$ cat src/hdl/cms_pkg.sv
// Constants, states and carriers of the configuration mode sequencer
// Function
// - Configuration storage is empty after every power-up and must be loaded again.
// - After loading, reset internal registers, enable I/O, then act as configured logic.
// - Loading plus initialization is command state; normal operation is user state; report it.
// - A dedicated pin forces command state; the device reloads, reinitializes, returns to user.
// - User I/O pins are not driven before or during configuration; only weak pull-ups.
// - Three data sources: active serial memory, passive serial stream, and JTAG port.
// - In active serial the device is controller and clocks the memory read itself.
// - Serial data clock runs at 20 MHz (the code runs it at 125 MHz / 8, 15.625 MHz); full configuration completes within 120 ms.
// - Devices chain: each enable output drives the next device's enable input.
package cms_pkg;
    localparam int unsigned CLK_HZ = 125_000_000;
    localparam int unsigned DCLK_HZ = 20_000_000;
    // Least period rounds up, so the clock never runs above its limit
    localparam int unsigned DCLK_CYC = (CLK_HZ + DCLK_HZ - 1) / DCLK_HZ;
    localparam int unsigned DCLK_HALF = (DCLK_CYC + 1) / 2;
    localparam logic [3:0] DCLK_HALF_M1 = 4'(DCLK_HALF - 1);
    localparam int unsigned CFG_TIME_MS = 120;
    localparam int unsigned CFG_TIMEOUT_CYC = CFG_TIME_MS * (CLK_HZ / 1000);
    localparam int unsigned DEF_CFG_BYTES = 65536;
    localparam logic [3:0] INIT_CYC = 4'h8;
    localparam logic [2:0] LAST_BIT = 3'h7;
    // Pin order in the synchroniser vector and its idle level
    localparam int unsigned NPIN = 7;
    localparam logic [6:0] PIN_IDLE = 7'h60;
    localparam int unsigned PIN_CFG_N = 6;
    localparam int unsigned PIN_CE_N = 5;
    localparam int unsigned PIN_MSEL = 3;
    localparam int unsigned PIN_AS_D = 2;
    localparam int unsigned PIN_PS_CLK = 1;
    localparam int unsigned PIN_PS_D = 0;

    typedef enum logic [2:0] {
        ST_POR = 3'b000,
        ST_WAIT_CE = 3'b001,
        ST_LOAD = 3'b010,
        ST_INIT = 3'b011,
        ST_USER = 3'b100,
        ST_ERROR = 3'b101
    } cms_state_t;

    typedef enum logic [1:0] {
        SRC_AS = 2'b00,
        SRC_PS = 2'b01,
        SRC_JTAG = 2'b10,
        SRC_NONE = 2'b11
    } cms_src_t;

    typedef struct packed {
        logic user_mode;
        logic io_enable;
        logic init_reset;
        logic error;
    } cms_status_t;
endpackage : cms_pkg

$ cat src/hdl/cms_sequencer.sv
// Configuration mode sequencer: load, initialize, user mode, forced reload
`timescale 1ns/1ps
module cms_sequencer #(
    parameter int unsigned CFG_BYTES = cms_pkg::DEF_CFG_BYTES,
    parameter int unsigned TIMEOUT_CYC = cms_pkg::CFG_TIMEOUT_CYC
) (
    // Clock and reset
    input wire logic mclk,
    input wire logic resetn,
    // Control pins
    input wire logic config_pin_n,
    input wire logic chain_enable_in_n,
    input wire logic [1:0] source_sel,
    output logic chain_enable_out_n,
    // Active serial memory
    output logic as_dclk,
    output logic as_cs_n,
    input wire logic as_data,
    // Passive serial stream
    input wire logic ps_dclk,
    input wire logic ps_data,
    // JTAG bit stream from the on-chip test port
    input wire logic jtag_bit_valid,
    input wire logic jtag_bit,
    // Configuration storage write port
    output logic cfg_wr_valid,
    output logic [7:0] cfg_wr_data,
    input wire logic cfg_wr_ready,
    // Mode report
    output cms_pkg::cms_status_t status
);
    cms_pkg::cms_state_t state_ff;
    cms_pkg::cms_src_t src_ff;
    cms_pkg::cms_status_t status_ff;
    logic [cms_pkg::NPIN-1:0] sync1_ff;
    logic [cms_pkg::NPIN-1:0] sync2_ff;
    logic ps_clk_d_ff;
    logic as_dclk_ff;
    logic as_cs_n_ff;
    logic [3:0] dcnt_ff;
    logic [7:0] shift_ff;
    logic [2:0] bit_cnt_ff;
    logic [23:0] byte_cnt_ff;
    logic [23:0] tmo_cnt_ff;
    logic [3:0] init_cnt_ff;
    logic chain_out_n_ff;
    logic loaded_ff;
    logic cfg_n_s;
    logic ce_n_s;
    logic bit_take;
    logic bit_val;
    logic push;
    logic overrun;
    logic bytes_left;
    logic load_done;
    logic timeout;
    logic buf_in_ready;

    // Every pin crosses two flops before any logic reads it
    genvar gi;
    generate
        for (gi = 0; gi < cms_pkg::NPIN; gi++) begin : g_sync
            always_ff @(posedge mclk) begin
                if (!resetn) begin
                    sync1_ff[gi] <= cms_pkg::PIN_IDLE[gi];
                    sync2_ff[gi] <= cms_pkg::PIN_IDLE[gi];
                end else begin
                    sync1_ff[gi] <= (gi == cms_pkg::PIN_CFG_N) ? config_pin_n :
                                    (gi == cms_pkg::PIN_CE_N) ? chain_enable_in_n :
                                    (gi == cms_pkg::PIN_MSEL + 1) ? source_sel[1] :
                                    (gi == cms_pkg::PIN_MSEL) ? source_sel[0] :
                                    (gi == cms_pkg::PIN_AS_D) ? as_data :
                                    (gi == cms_pkg::PIN_PS_CLK) ? ps_dclk : ps_data;
                    sync2_ff[gi] <= sync1_ff[gi];
                end
            end
        end
    endgenerate

    assign cfg_n_s = sync2_ff[cms_pkg::PIN_CFG_N];
    assign ce_n_s = sync2_ff[cms_pkg::PIN_CE_N];

    always_ff @(posedge mclk) begin
        if (!resetn)
            ps_clk_d_ff <= 1'b0;
        else
            ps_clk_d_ff <= sync2_ff[cms_pkg::PIN_PS_CLK];
    end

    assign bytes_left = (byte_cnt_ff != 24'(CFG_BYTES));
    assign load_done = !bytes_left && !cfg_wr_valid;
    assign timeout = (tmo_cnt_ff == 24'(TIMEOUT_CYC - 1));

    // Bit source follows the scheme latched at load start
    always_comb begin
        bit_take = 1'b0;
        bit_val = 1'b0;
        if (state_ff == cms_pkg::ST_LOAD && bytes_left) begin
            case (src_ff)
                cms_pkg::SRC_AS: begin
                    bit_take = as_dclk_ff && (dcnt_ff == 4'h0);
                    bit_val = sync2_ff[cms_pkg::PIN_AS_D];
                end
                cms_pkg::SRC_PS: begin
                    bit_take = sync2_ff[cms_pkg::PIN_PS_CLK] && !ps_clk_d_ff;
                    bit_val = sync2_ff[cms_pkg::PIN_PS_D];
                end
                cms_pkg::SRC_JTAG: begin
                    bit_take = jtag_bit_valid;
                    bit_val = jtag_bit;
                end
                default: begin
                    bit_take = 1'b0;
                    bit_val = 1'b0;
                end
            endcase
        end
    end

    assign push = bit_take && (bit_cnt_ff == cms_pkg::LAST_BIT);
    // Passive and JTAG sources cannot be stalled; a full buffer loses data
    assign overrun = push && !buf_in_ready;

    // Mode sequencing
    always_ff @(posedge mclk) begin
        if (!resetn) begin
            state_ff <= cms_pkg::ST_POR;
        end else if (!cfg_n_s) begin
            state_ff <= cms_pkg::ST_POR;
        end else begin
            case (state_ff)
                cms_pkg::ST_POR: state_ff <= cms_pkg::ST_WAIT_CE;
                cms_pkg::ST_WAIT_CE: begin
                    if (!ce_n_s)
                        state_ff <= cms_pkg::ST_LOAD;
                end
                cms_pkg::ST_LOAD: begin
                    if (timeout || overrun)
                        state_ff <= cms_pkg::ST_ERROR;
                    else if (load_done)
                        state_ff <= cms_pkg::ST_INIT;
                end
                cms_pkg::ST_INIT: begin
                    if (init_cnt_ff == 4'h0)
                        state_ff <= cms_pkg::ST_USER;
                end
                cms_pkg::ST_USER: state_ff <= cms_pkg::ST_USER;
                cms_pkg::ST_ERROR: state_ff <= cms_pkg::ST_ERROR;
                default: state_ff <= cms_pkg::ST_POR;
            endcase
        end
    end

    always_ff @(posedge mclk) begin
        if (!resetn)
            src_ff <= cms_pkg::SRC_NONE;
        else if (state_ff == cms_pkg::ST_WAIT_CE)
            src_ff <= cms_cast_src(sync2_ff[cms_pkg::PIN_MSEL +: 2]);
    end

    function automatic cms_pkg::cms_src_t cms_cast_src(input logic [1:0] sel);
        cms_pkg::cms_src_t s;
        s = cms_pkg::SRC_NONE;
        case (sel)
            2'h0: s = cms_pkg::SRC_AS;
            2'h1: s = cms_pkg::SRC_PS;
            2'h2: s = cms_pkg::SRC_JTAG;
            default: s = cms_pkg::SRC_NONE;
        endcase
        return s;
    endfunction : cms_cast_src

    // Active serial clock; a new cycle starts only when the buffer has room
    always_ff @(posedge mclk) begin
        if (!resetn || state_ff != cms_pkg::ST_LOAD) begin
            as_dclk_ff <= 1'b0;
            dcnt_ff <= 4'h0;
        end else if (dcnt_ff != 4'h0) begin
            dcnt_ff <= dcnt_ff - 4'h1;
        end else if (as_dclk_ff) begin
            as_dclk_ff <= 1'b0;
            dcnt_ff <= cms_pkg::DCLK_HALF_M1;
        end else if (src_ff == cms_pkg::SRC_AS && bytes_left && buf_in_ready) begin
            as_dclk_ff <= 1'b1;
            dcnt_ff <= cms_pkg::DCLK_HALF_M1;
        end
    end

    always_ff @(posedge mclk) begin
        if (!resetn)
            as_cs_n_ff <= 1'b1;
        else
            as_cs_n_ff <= !(state_ff == cms_pkg::ST_LOAD && src_ff == cms_pkg::SRC_AS);
    end

    // Bit and byte assembly, first bit in the byte's top position
    always_ff @(posedge mclk) begin
        if (!resetn || state_ff != cms_pkg::ST_LOAD) begin
            shift_ff <= 8'h00;
            bit_cnt_ff <= 3'h0;
            byte_cnt_ff <= 24'h000000;
        end else if (bit_take) begin
            shift_ff <= {shift_ff[6:0], bit_val};
            bit_cnt_ff <= bit_cnt_ff + 3'h1;
            if (push)
                byte_cnt_ff <= byte_cnt_ff + 24'h000001;
        end
    end

    always_ff @(posedge mclk) begin
        if (!resetn || state_ff != cms_pkg::ST_LOAD)
            tmo_cnt_ff <= 24'h000000;
        else
            tmo_cnt_ff <= tmo_cnt_ff + 24'h000001;
    end

    always_ff @(posedge mclk) begin
        if (!resetn || state_ff != cms_pkg::ST_INIT)
            init_cnt_ff <= cms_pkg::INIT_CYC;
        else if (init_cnt_ff != 4'h0)
            init_cnt_ff <= init_cnt_ff - 4'h1;
    end

    always_ff @(posedge mclk) begin
        if (!resetn || state_ff == cms_pkg::ST_POR)
            loaded_ff <= 1'b0;
        else if (state_ff == cms_pkg::ST_LOAD && load_done)
            loaded_ff <= 1'b1;
    end

    // Mode report and chain hand-off
    always_ff @(posedge mclk) begin
        if (!resetn) begin
            status_ff <= '0;
            chain_out_n_ff <= 1'b1;
        end else begin
            status_ff.user_mode <= (state_ff == cms_pkg::ST_USER);
            status_ff.io_enable <= (state_ff == cms_pkg::ST_USER);
            status_ff.init_reset <= (state_ff == cms_pkg::ST_INIT);
            status_ff.error <= (state_ff == cms_pkg::ST_ERROR);
            chain_out_n_ff <= !(state_ff == cms_pkg::ST_INIT ||
                                state_ff == cms_pkg::ST_USER);
        end
    end

    cms_buf u_buf (
        .mclk(mclk),
        .resetn(resetn),
        .flush(state_ff == cms_pkg::ST_POR),
        .in_valid(push),
        .in_data({shift_ff[6:0], bit_val}),
        .in_ready(buf_in_ready),
        .out_valid(cfg_wr_valid),
        .out_data(cfg_wr_data),
        .out_ready(cfg_wr_ready)
    );

    assign as_dclk = as_dclk_ff;
    assign as_cs_n = as_cs_n_ff;
    assign chain_enable_out_n = chain_out_n_ff;
    assign status = status_ff;

    a_user_needs_load: assert property (@(posedge mclk) disable iff (!resetn)
        (state_ff == cms_pkg::ST_USER) |-> loaded_ff)
        else $error("user state reached without a completed load");
    a_init_then_user: assert property (@(posedge mclk) disable iff (!resetn)
        $rose(status_ff.user_mode) |-> $past(status_ff.init_reset, 1))
        else $error("user mode entered without initialization");
    a_mode_report: assert property (@(posedge mclk) disable iff (!resetn)
        (state_ff == cms_pkg::ST_USER) |=> status_ff.user_mode)
        else $error("user state not reported");
    a_pin_forces_cmd: assert property (@(posedge mclk) disable iff (!resetn)
        !cfg_n_s |=> (state_ff == cms_pkg::ST_POR) ##1 !status_ff.user_mode)
        else $error("reconfiguration pin did not force command state");
    a_io_off_cmd: assert property (@(posedge mclk) disable iff (!resetn)
        (state_ff != cms_pkg::ST_USER) |=> !status_ff.io_enable)
        else $error("I/O enabled outside user state");
    a_as_controller: assert property (@(posedge mclk) disable iff (!resetn)
        as_dclk_ff |-> (!as_cs_n_ff && src_ff == cms_pkg::SRC_AS))
        else $error("serial clock driven without memory select");
    a_dclk_high_time: assert property (@(posedge mclk) disable iff (!resetn)
        $rose(as_dclk_ff) |-> (as_dclk_ff || as_cs_n_ff)[*4] ##1 !as_dclk_ff)
        else $error("serial clock high time wrong");
    a_load_needs_ce: assert property (@(posedge mclk) disable iff (!resetn)
        (state_ff == cms_pkg::ST_WAIT_CE && ce_n_s) |=> (state_ff != cms_pkg::ST_LOAD))
        else $error("load started without chain enable");
    a_chain_out: assert property (@(posedge mclk) disable iff (!resetn)
        $fell(chain_out_n_ff) |-> $past(loaded_ff, 1))
        else $error("chain enable output asserted before load done");
endmodule : cms_sequencer

$ cat src/hdl/cms_buf.sv
// Two-entry configuration byte buffer with registered outputs
`timescale 1ns/1ps
module cms_buf (
    // Clock and reset
    input wire logic mclk,
    input wire logic resetn,
    input wire logic flush,
    // Fill side
    input wire logic in_valid,
    input wire logic [7:0] in_data,
    output logic in_ready,
    // Drain side
    output logic out_valid,
    output logic [7:0] out_data,
    input wire logic out_ready
);
    logic v0_ff;
    logic v1_ff;
    logic [7:0] d0_ff;
    logic [7:0] d1_ff;
    logic push;
    logic pop;

    assign in_ready = ~v1_ff;
    assign out_valid = v0_ff;
    assign out_data = d0_ff;
    assign push = in_valid & ~v1_ff;
    assign pop = v0_ff & out_ready;

    always_ff @(posedge mclk) begin
        if (!resetn || flush) begin
            v0_ff <= 1'b0;
            v1_ff <= 1'b0;
            d0_ff <= 8'h00;
            d1_ff <= 8'h00;
        end else if (pop) begin
            if (v1_ff) begin
                d0_ff <= d1_ff;
                v1_ff <= 1'b0;
            end else if (push) begin
                d0_ff <= in_data;
            end else begin
                v0_ff <= 1'b0;
            end
        end else if (push) begin
            if (v0_ff) begin
                d1_ff <= in_data;
                v1_ff <= 1'b1;
            end else begin
                d0_ff <= in_data;
                v0_ff <= 1'b1;
            end
        end
    end
endmodule : cms_buf

$ cat config.mk
export PLATFORM = sky130hd
export DESIGN_NAME = cms_sequencer
export DESIGN_NICKNAME = d
export VERILOG_FILES = /design/src/hdl/cms_pkg.sv /design/src/hdl/cms_sequencer.sv /design/src/hdl/cms_buf.sv
export SDC_FILE = /design/constraint.sdc
export NUM_CORES = 1
export LEC_CHECK = 0
export BUFFER_PORTS_ARGS = -buffer_cell sky130_fd_sc_hd__buf_2
export CAP_MARGIN = 40
export CORE_UTILIZATION = 65
export DETAILED_ROUTE_END_ITERATION = 10
export PLACE_DENSITY = 0.83
export SLEW_MARGIN = 25
export SYNTH_ARGS = -nofsm -noshare
export SYNTH_HDL_FRONTEND = slang
export SYNTH_SLANG_ARGS = --single-unit
$ cat constraint.sdc
create_clock -name mclk -period 3.94 [get_ports mclk]
set_input_delay 0.394 -clock mclk [delete_from_list [all_inputs] [get_ports mclk]]
set_output_delay 0.394 -clock mclk [all_outputs]
set_load 0.02 [all_outputs]
==> flow_metrics.tcl, run 1 <==
set metrics [dict create \
    max_stage_delay_ns 0.53 \
    final-setup-viol-count 0 \
    cts_hold_buf 0 \
    dp.cells 642 \
    worst_pin_slew_ns 0.7736 \
    row_count 31 \
    slowest_stage "a311oi_4" \
    io_pins 28 \
    path_delay_family "compound AO/OA/AOI/OAI gates" \
    cp-end-kind "register" \
    coreArea_sq_mm 0.007292 \
    path_class "reg -> reg" \
    drt_iter0_drc 202 \
    fin_tns_setup_ns 0 \
    wirelength_um 9418 \
    grt_pass1_vias 3474 \
    rrSetupSlack_ns 1.39 \
    ys_warn_count 0 \
    start_kind "register" \
    die_w_um 88.89 \
    n_antenna_cell 0 \
    synth_edf_count 0 \
    place.gp.congestion 0.7578 \
    max_freq_ghz 0.3918 \
    avgSynthCellArea_sq_um 9.104 \
    min_path_type "in -> reg" \
    path_max_fanout 12 \
    num_vias 3839 \
    htreeDepth 3 \
    drive_above_1_share_pct 12.01 \
    path_buf_inv 2 \
    nets 573 \
    slew_headroom_pct 48.20 \
    hpwlAfterDp_um 6571 \
    grt.overflow.total 0 \
    initial_core_util_pct 67.30 \
    grt_max_degree 59 \
    drtPass1Iterations 5 \
    synth_seq_cells 110 \
    dieArea_sq_mm 0.007901 \
    clk_pin_slew_ns 0.10 \
    ant_nets 0 \
    status "finished clean" \
    synth_fp_nets 558 \
    stdcell_count 657 \
    fin_crit_sh_pct 64.77 \
    required_ns 4.19 \
    critical_path_arrival_ns 2.80 \
    cts_root_buffer "clkbuf_8" \
    clock_sinks 110 \
    final_area_sq_mm 0.005243 \
    cts.path.max_buffers 2 \
    cts_tree "built" \
    ir_drop_mv 0.2648 \
    clk_latency_ns 0.38 \
    ys_seq_area_share_pct 44.88 \
    grt_usage_pct 25.43 \
    finClkSkew_ns 0.007946 \
    p_total_mw 1.802 \
    cap_violations 0 \
    antenna_found_initial 0 \
    async_flop_share_pct 0 \
    leakage_nw 1.766 \
    synth.distinct_cells 59 \
    post-cts-setup-buffer-count 0 \
    rsz0062_at_grt "no" \
    wl_per_cell_um 14.33 \
    netlist_area_sq_mm 0.004907 \
    numPortBuffers 27 \
    ctsResizeCount 0 \
    place_area_sq_mm 0.005070 \
    route.detailed.drc 0 \
    die_height_um 88.89 \
    hold_viol 0 \
    yosys_most_used_dff "dfxtp_1" \
    utilization_pct 71.89 \
    grt_first_pass_wirelength_um 15430 \
    period_needed_ns 2.552 \
    synth_cells 539 \
    p_per_area_mw_per_mm2 343.7 \
    routed_via_density 5.843 \
    path_cells "inv_1 > ha_1 > nor3b_2 > a311oi_4 > buf_4 > a211oi_1 > o41ai_1 > nor2_1" \
    syn_to_final_growth_pct 6.833 \
    final_max_slew_viol_count 0 \
    cts_made_buffers 9 \
]
## cell families (layout without fill, tap and decap cells)
family	count (synthesis)	in the layout	share of synthesized area, %
AND/OR/NAND/NOR	250	250	28.43
flip-flops	110	110	44.88
AO/OA/AOI/OAI	71	71	9.944
buffers and inverters	43	62	3.977
XOR/XNOR	35	35	6.247
multiplexers	23	23	4.742
adder cells (fa/ha/maj)	7	7	1.785
## through the flow
| step | setup WS, ns | hold WS, ns |
|---|---|---|
| 2_1_floorplan | 1.802 | 0.3863 |
| 3_3_place_gp | 1.463 | 0.3891 |
| 3_5_place_dp | 1.498 | 0.4029 |
| 4_1_cts | 1.386 | 0.1848 |
| 5_1_grt | 1.259 | 0.1718 |
| 6_report | 1.388 | 0.1978 |
## sequential cells by signal (all words and copies together), names as in the netlist, 2 cells and up
name,flops
init_cnt_ff,4
src_ff,2
tmo_cnt_ff,24
byte_cnt_ff,24
dcnt_ff,4
u_buf.out_data,8
u_buf.d1_ff,8
state_ff,3
shift_ff,7
sync1_ff,7
sync2_ff,5
status,3
bit_cnt_ff,3
## cell type report
type	instances	area, sq um
Inverter	14	52.55
Clock inverter	6	48.80
Timing Repair Buffer	33	176.4
Tap cell	99	123.9
Multi-Input combinational cell	386	2515
Sequential cell	110	2202
Clock buffer	9	123.9
Fill cell	584	2049
## Yosys cell counts (all sizes together), types with 2 or more instances
master    n  share of area (%)
nand2    37                2.8
or2       2               0.26
o211ai    3               0.46
o21a      2               0.31
nor4     14                1.9
nand2b   10                1.3
mux2i    21                4.3
xnor2    27                4.8
or4       6               0.99
nor3     26                2.7
or3       7               0.89
nor2b     2               0.25
and2     20                2.5
a21oi    22                2.2
xor2      8                1.4
nand3    26                2.7
and4      4               0.71
nand4     9                1.1
and3      5               0.64
clkbuf   19                1.5
o21ai    15                1.5
o31ai     4               0.61
dfxtp   110                 45
buf      10                1.5
nor3b     6                1.3
inv      14                1.1
a211oi   14                2.5
mux2      2               0.46
ha        7                1.8
nor4b     9                2.5
nor2     61                4.7
## placed cells by master, fill, tap and decap left out, types with 2 or more instances in the layout
cell and count:
a211oi_1 12, a21oi_1 22, and2_1 20, and3_1 5, and4_1 4, buf_2 27, buf_4 5, clkbuf_8 9
clkinv_4 2, clkinvlp_4 2, dfxtp_1 110, ha_1 7, inv_1 14, mux2_2 2, mux2i_1 21, nand2_1 37
nand2b_1 10, nand3_1 26, nand4_1 9, nor2_1 61, nor2b_1 2, nor3_1 26, nor3b_1 2, nor3b_2 4
nor4_1 13, nor4b_1 5, nor4b_2 2, nor4b_4 2, o211ai_1 3, o21a_1 2, o21ai_0 15, o31ai_1 3
or3_1 7, or4_1 5, xnor2_1 27, xor2_1 8
## where the power goes
| group | internal, mW | switching, mW | total (mW) |
|---|---|---|---|
| clock | 0.232 | 0.381 | 0.613 |
| sequential | 1.12 | 0.00929 | 1.13 |
| combinational | 0.0233 | 0.0338 | 0.0571 |
## worst paths after layout
path | depth (start not counted) | to | from
hold / removal | 2 | sync1_ff[6] | config_pin_n
hold reg to reg | 1 | ce_n_s | sync1_ff[5]
setup / recovery | 8 | state_ff[0] | dcnt_ff[0]
setup reg to reg | 8 | state_ff[0] | dcnt_ff[0]
## routing by layer
metal	global-route usage [%]	up-vias	wire length, um	part of all wire [%]
met5	0	-	0	0
met4	6.452	0	102	1.1
met3	6.925	9	373	4.0
met2	42.10	76	4544	48
met1	33.06	1832	4398	47
li1	-	1922	-	-
No activity file was read; power rests on OpenSTA's default activity.
==> inputs of run 2 (changes only) <==
- CORE_UTILIZATION: 65 -> 60
- PLACE_DENSITY: 0.83 -> 0.78
- clock period: 3.94 -> 2.55 ns (I/O delays scaled with it)
==> run 2 against run 1 <==
Effect of this change: setup slack lost 1.2 ns; worst hold slack lost 0.13 ns; count of clock-buffer cells in the layout is the same; critical path type unchanged; largest cell class unchanged.
==> flow_metrics.tcl, run 2 (synthesized netlist as in run 1, its figures left out) <==
set metrics [dict create \
    status "finished clean" \
    min_path_cells 2 \
    clock_power_share_pct 36.0 \
    max_freq_ghz 0.4320 \
    cts_tree "built" \
    grt_max_degree 36 \
    ff_latch_area_sq_mm 0.002202 \
    whs_endpoint "sync1_ff[5]" \
    ir_drop_mv 0.3782 \
    switchingPower_mw 0.6423 \
    start_kind "register" \
    reg_top3 "byte_cnt_ff (24), tmo_cnt_ff (24)" \
    grt_pass1_vias 3587 \
    num_vias 3844 \
    place.gp.congestion 0.8753 \
    min_path_type "in -> reg" \
    drive_above_1_share_pct 12.66 \
    path_max_fanout 10 \
    r2r_start "state_ff[1]" \
    dieArea_sq_mm 0.008544 \
    r2r_cells 5 \
    cts_made_buffers 9 \
    wirelength_um 9116 \
    die_w_um 92.44 \
    grt.overflow.total 0 \
    final_max_slew_viol_count 0 \
    drtPass1Iterations 7 \
    nets 576 \
    routed_via_density 5.798 \
    ctsResizeCount 0 \
    grt_usage_pct 22.95 \
    place_area_sq_mm 0.005100 \
    post-cts-setup-buffer-count 0 \
    required_ns 2.80 \
    cp-end-kind "register" \
    coreArea_sq_mm 0.007807 \
    cts.path.max_buffers 2 \
    row_count 32 \
    hold_slack_ns 0.06319 \
    critical_path_arrival_ns 2.57 \
    path_class "reg -> reg" \
    hold_viol 0 \
    clk_pin_slew_ns 0.10 \
    final_area_sq_mm 0.005294 \
    fillers 641 \
    fin_tns_setup_ns 0 \
    hpwlAfterDp_um 6317 \
    cts_root_buffer "clkbuf_8" \
    worst_pin_slew_ns 0.6942 \
    numPortBuffers 27 \
    period_needed_ns 2.315 \
    hp-start "chain_enable_in_n" \
    clock_sinks 110 \
    fin_crit_sh_pct 90.79 \
    n_antenna_cell 0 \
    route.detailed.drc 0 \
    syn_to_final_growth_pct 7.879 \
    layout_commonest_cell "dfxtp_1" \
    ant_nets 0 \
    slew_headroom_pct 53.29 \
    cts_hold_buf 0 \
    rsz0062_at_grt "no" \
    die_height_um 92.44 \
    finClkSkew_ns 0.005835 \
    power_frac_seq_pct 60.9 \
    grt_first_pass_wirelength_um 15790 \
    final-setup-viol-count 0 \
    timing.rr.end "byte_cnt_ff[16]" \
    io_pins 28 \
    leakage_nw 1.802 \
    p_per_area_mw_per_mm2 542.4 \
    combPwrFrac_pct 3.1 \
    initial_core_util_pct 62.85 \
    drt_iter0_drc 163 \
    rrSetupSlack_ns 0.23 \
    swShare_pct 22.37 \
    antenna_found_initial 0 \
    wl_per_cell_um 13.75 \
    multi_input_area_sq_mm 0.002515 \
    cap_violations 0 \
    p_int_mw 2.229 \
    final_cell_mix "dfxtp_1 (110), nor2_1 (61), nand2_1 (37)" \
    htreeDepth 3 \
    clk_latency_ns 0.36 \
]
## run 2: cell types whose count changed in the layout (fill, tap and decap cells not counted)
cell | previous run | this run
buf_4 | 5 | 9
clkinvlp_4 | 2 | 0
inv_6 | 0 | 2
buf_1 | 1 | 0
bufinv_16 | 0 | 1
inv_8 | 1 | 0
## run 2: how the worst max path moves through the flow
stage | from | depth (start not counted) | endpoint
6_report | state_ff[1] | 5 | byte_cnt_ff[16]
5_1_grt | byte_cnt_ff[21] | 6 | u_buf.d1_ff[3]
4_1_cts | state_ff[1] | 5 | byte_cnt_ff[16]
3_5_place_dp | state_ff[1] | 5 | byte_cnt_ff[16]
3_3_place_gp | state_ff[1] | 5 | byte_cnt_ff[16]
2_1_floorplan | dcnt_ff[0] | 8 | u_buf.out_data[0]
## run 2: metrics by stage
stage          setup WS, ns  utilization, %  instances  power [mW]
3_3_place_gp         0.3255           65.32        648       1.873
2_1_floorplan        0.4116               -        539       1.849
6_report             0.2349           67.80        663       2.871
5_1_grt             0.03573           67.80        663       2.980
4_1_cts              0.2343           67.80        663       2.908
3_5_place_dp         0.2269           65.32        648       1.875
## run 2: per-layer routing
layer	wire length, um	up-vias	global-route usage, %
met2	4105	100	36.67
li1	-	1939	-
met5	0	-	0
met4	214	0	9.375
met3	488	22	5.008
met1	4308	1783	30.05
## run 2: power groups by stage
stage	logic (mW)	clock network [mW]	registers, mW
after floorplan	0.0680	0	1.78
after global placement	0.0861	0	1.79
after detailed placement	0.0879	0	1.79
after CTS	0.0888	1.07	1.75
after global routing	0.0971	1.13	1.75
final	0.0888	1.03	1.75
## run 2: cell type report
| cell class | count | area share (%) |
|---|---|---|
| Clock buffer | 9 | 2.340 |
| Clock inverter | 6 | 1.324 |
| Inverter | 14 | 0.9927 |
| Multi-Input combinational cell | 386 | 47.51 |
| Sequential cell | 110 | 41.60 |
| Tap cell | 102 | 2.411 |
| Timing Repair Buffer | 36 | 3.829 |
## run 2: critical path, cell delays in order (launching register included)
cell	delay, ns
dfxtp_1	0.49
or3b_4	0.45
or4_1	0.74
nor4b_2	0.32
xnor2_1	0.15
nor2_1	0.05
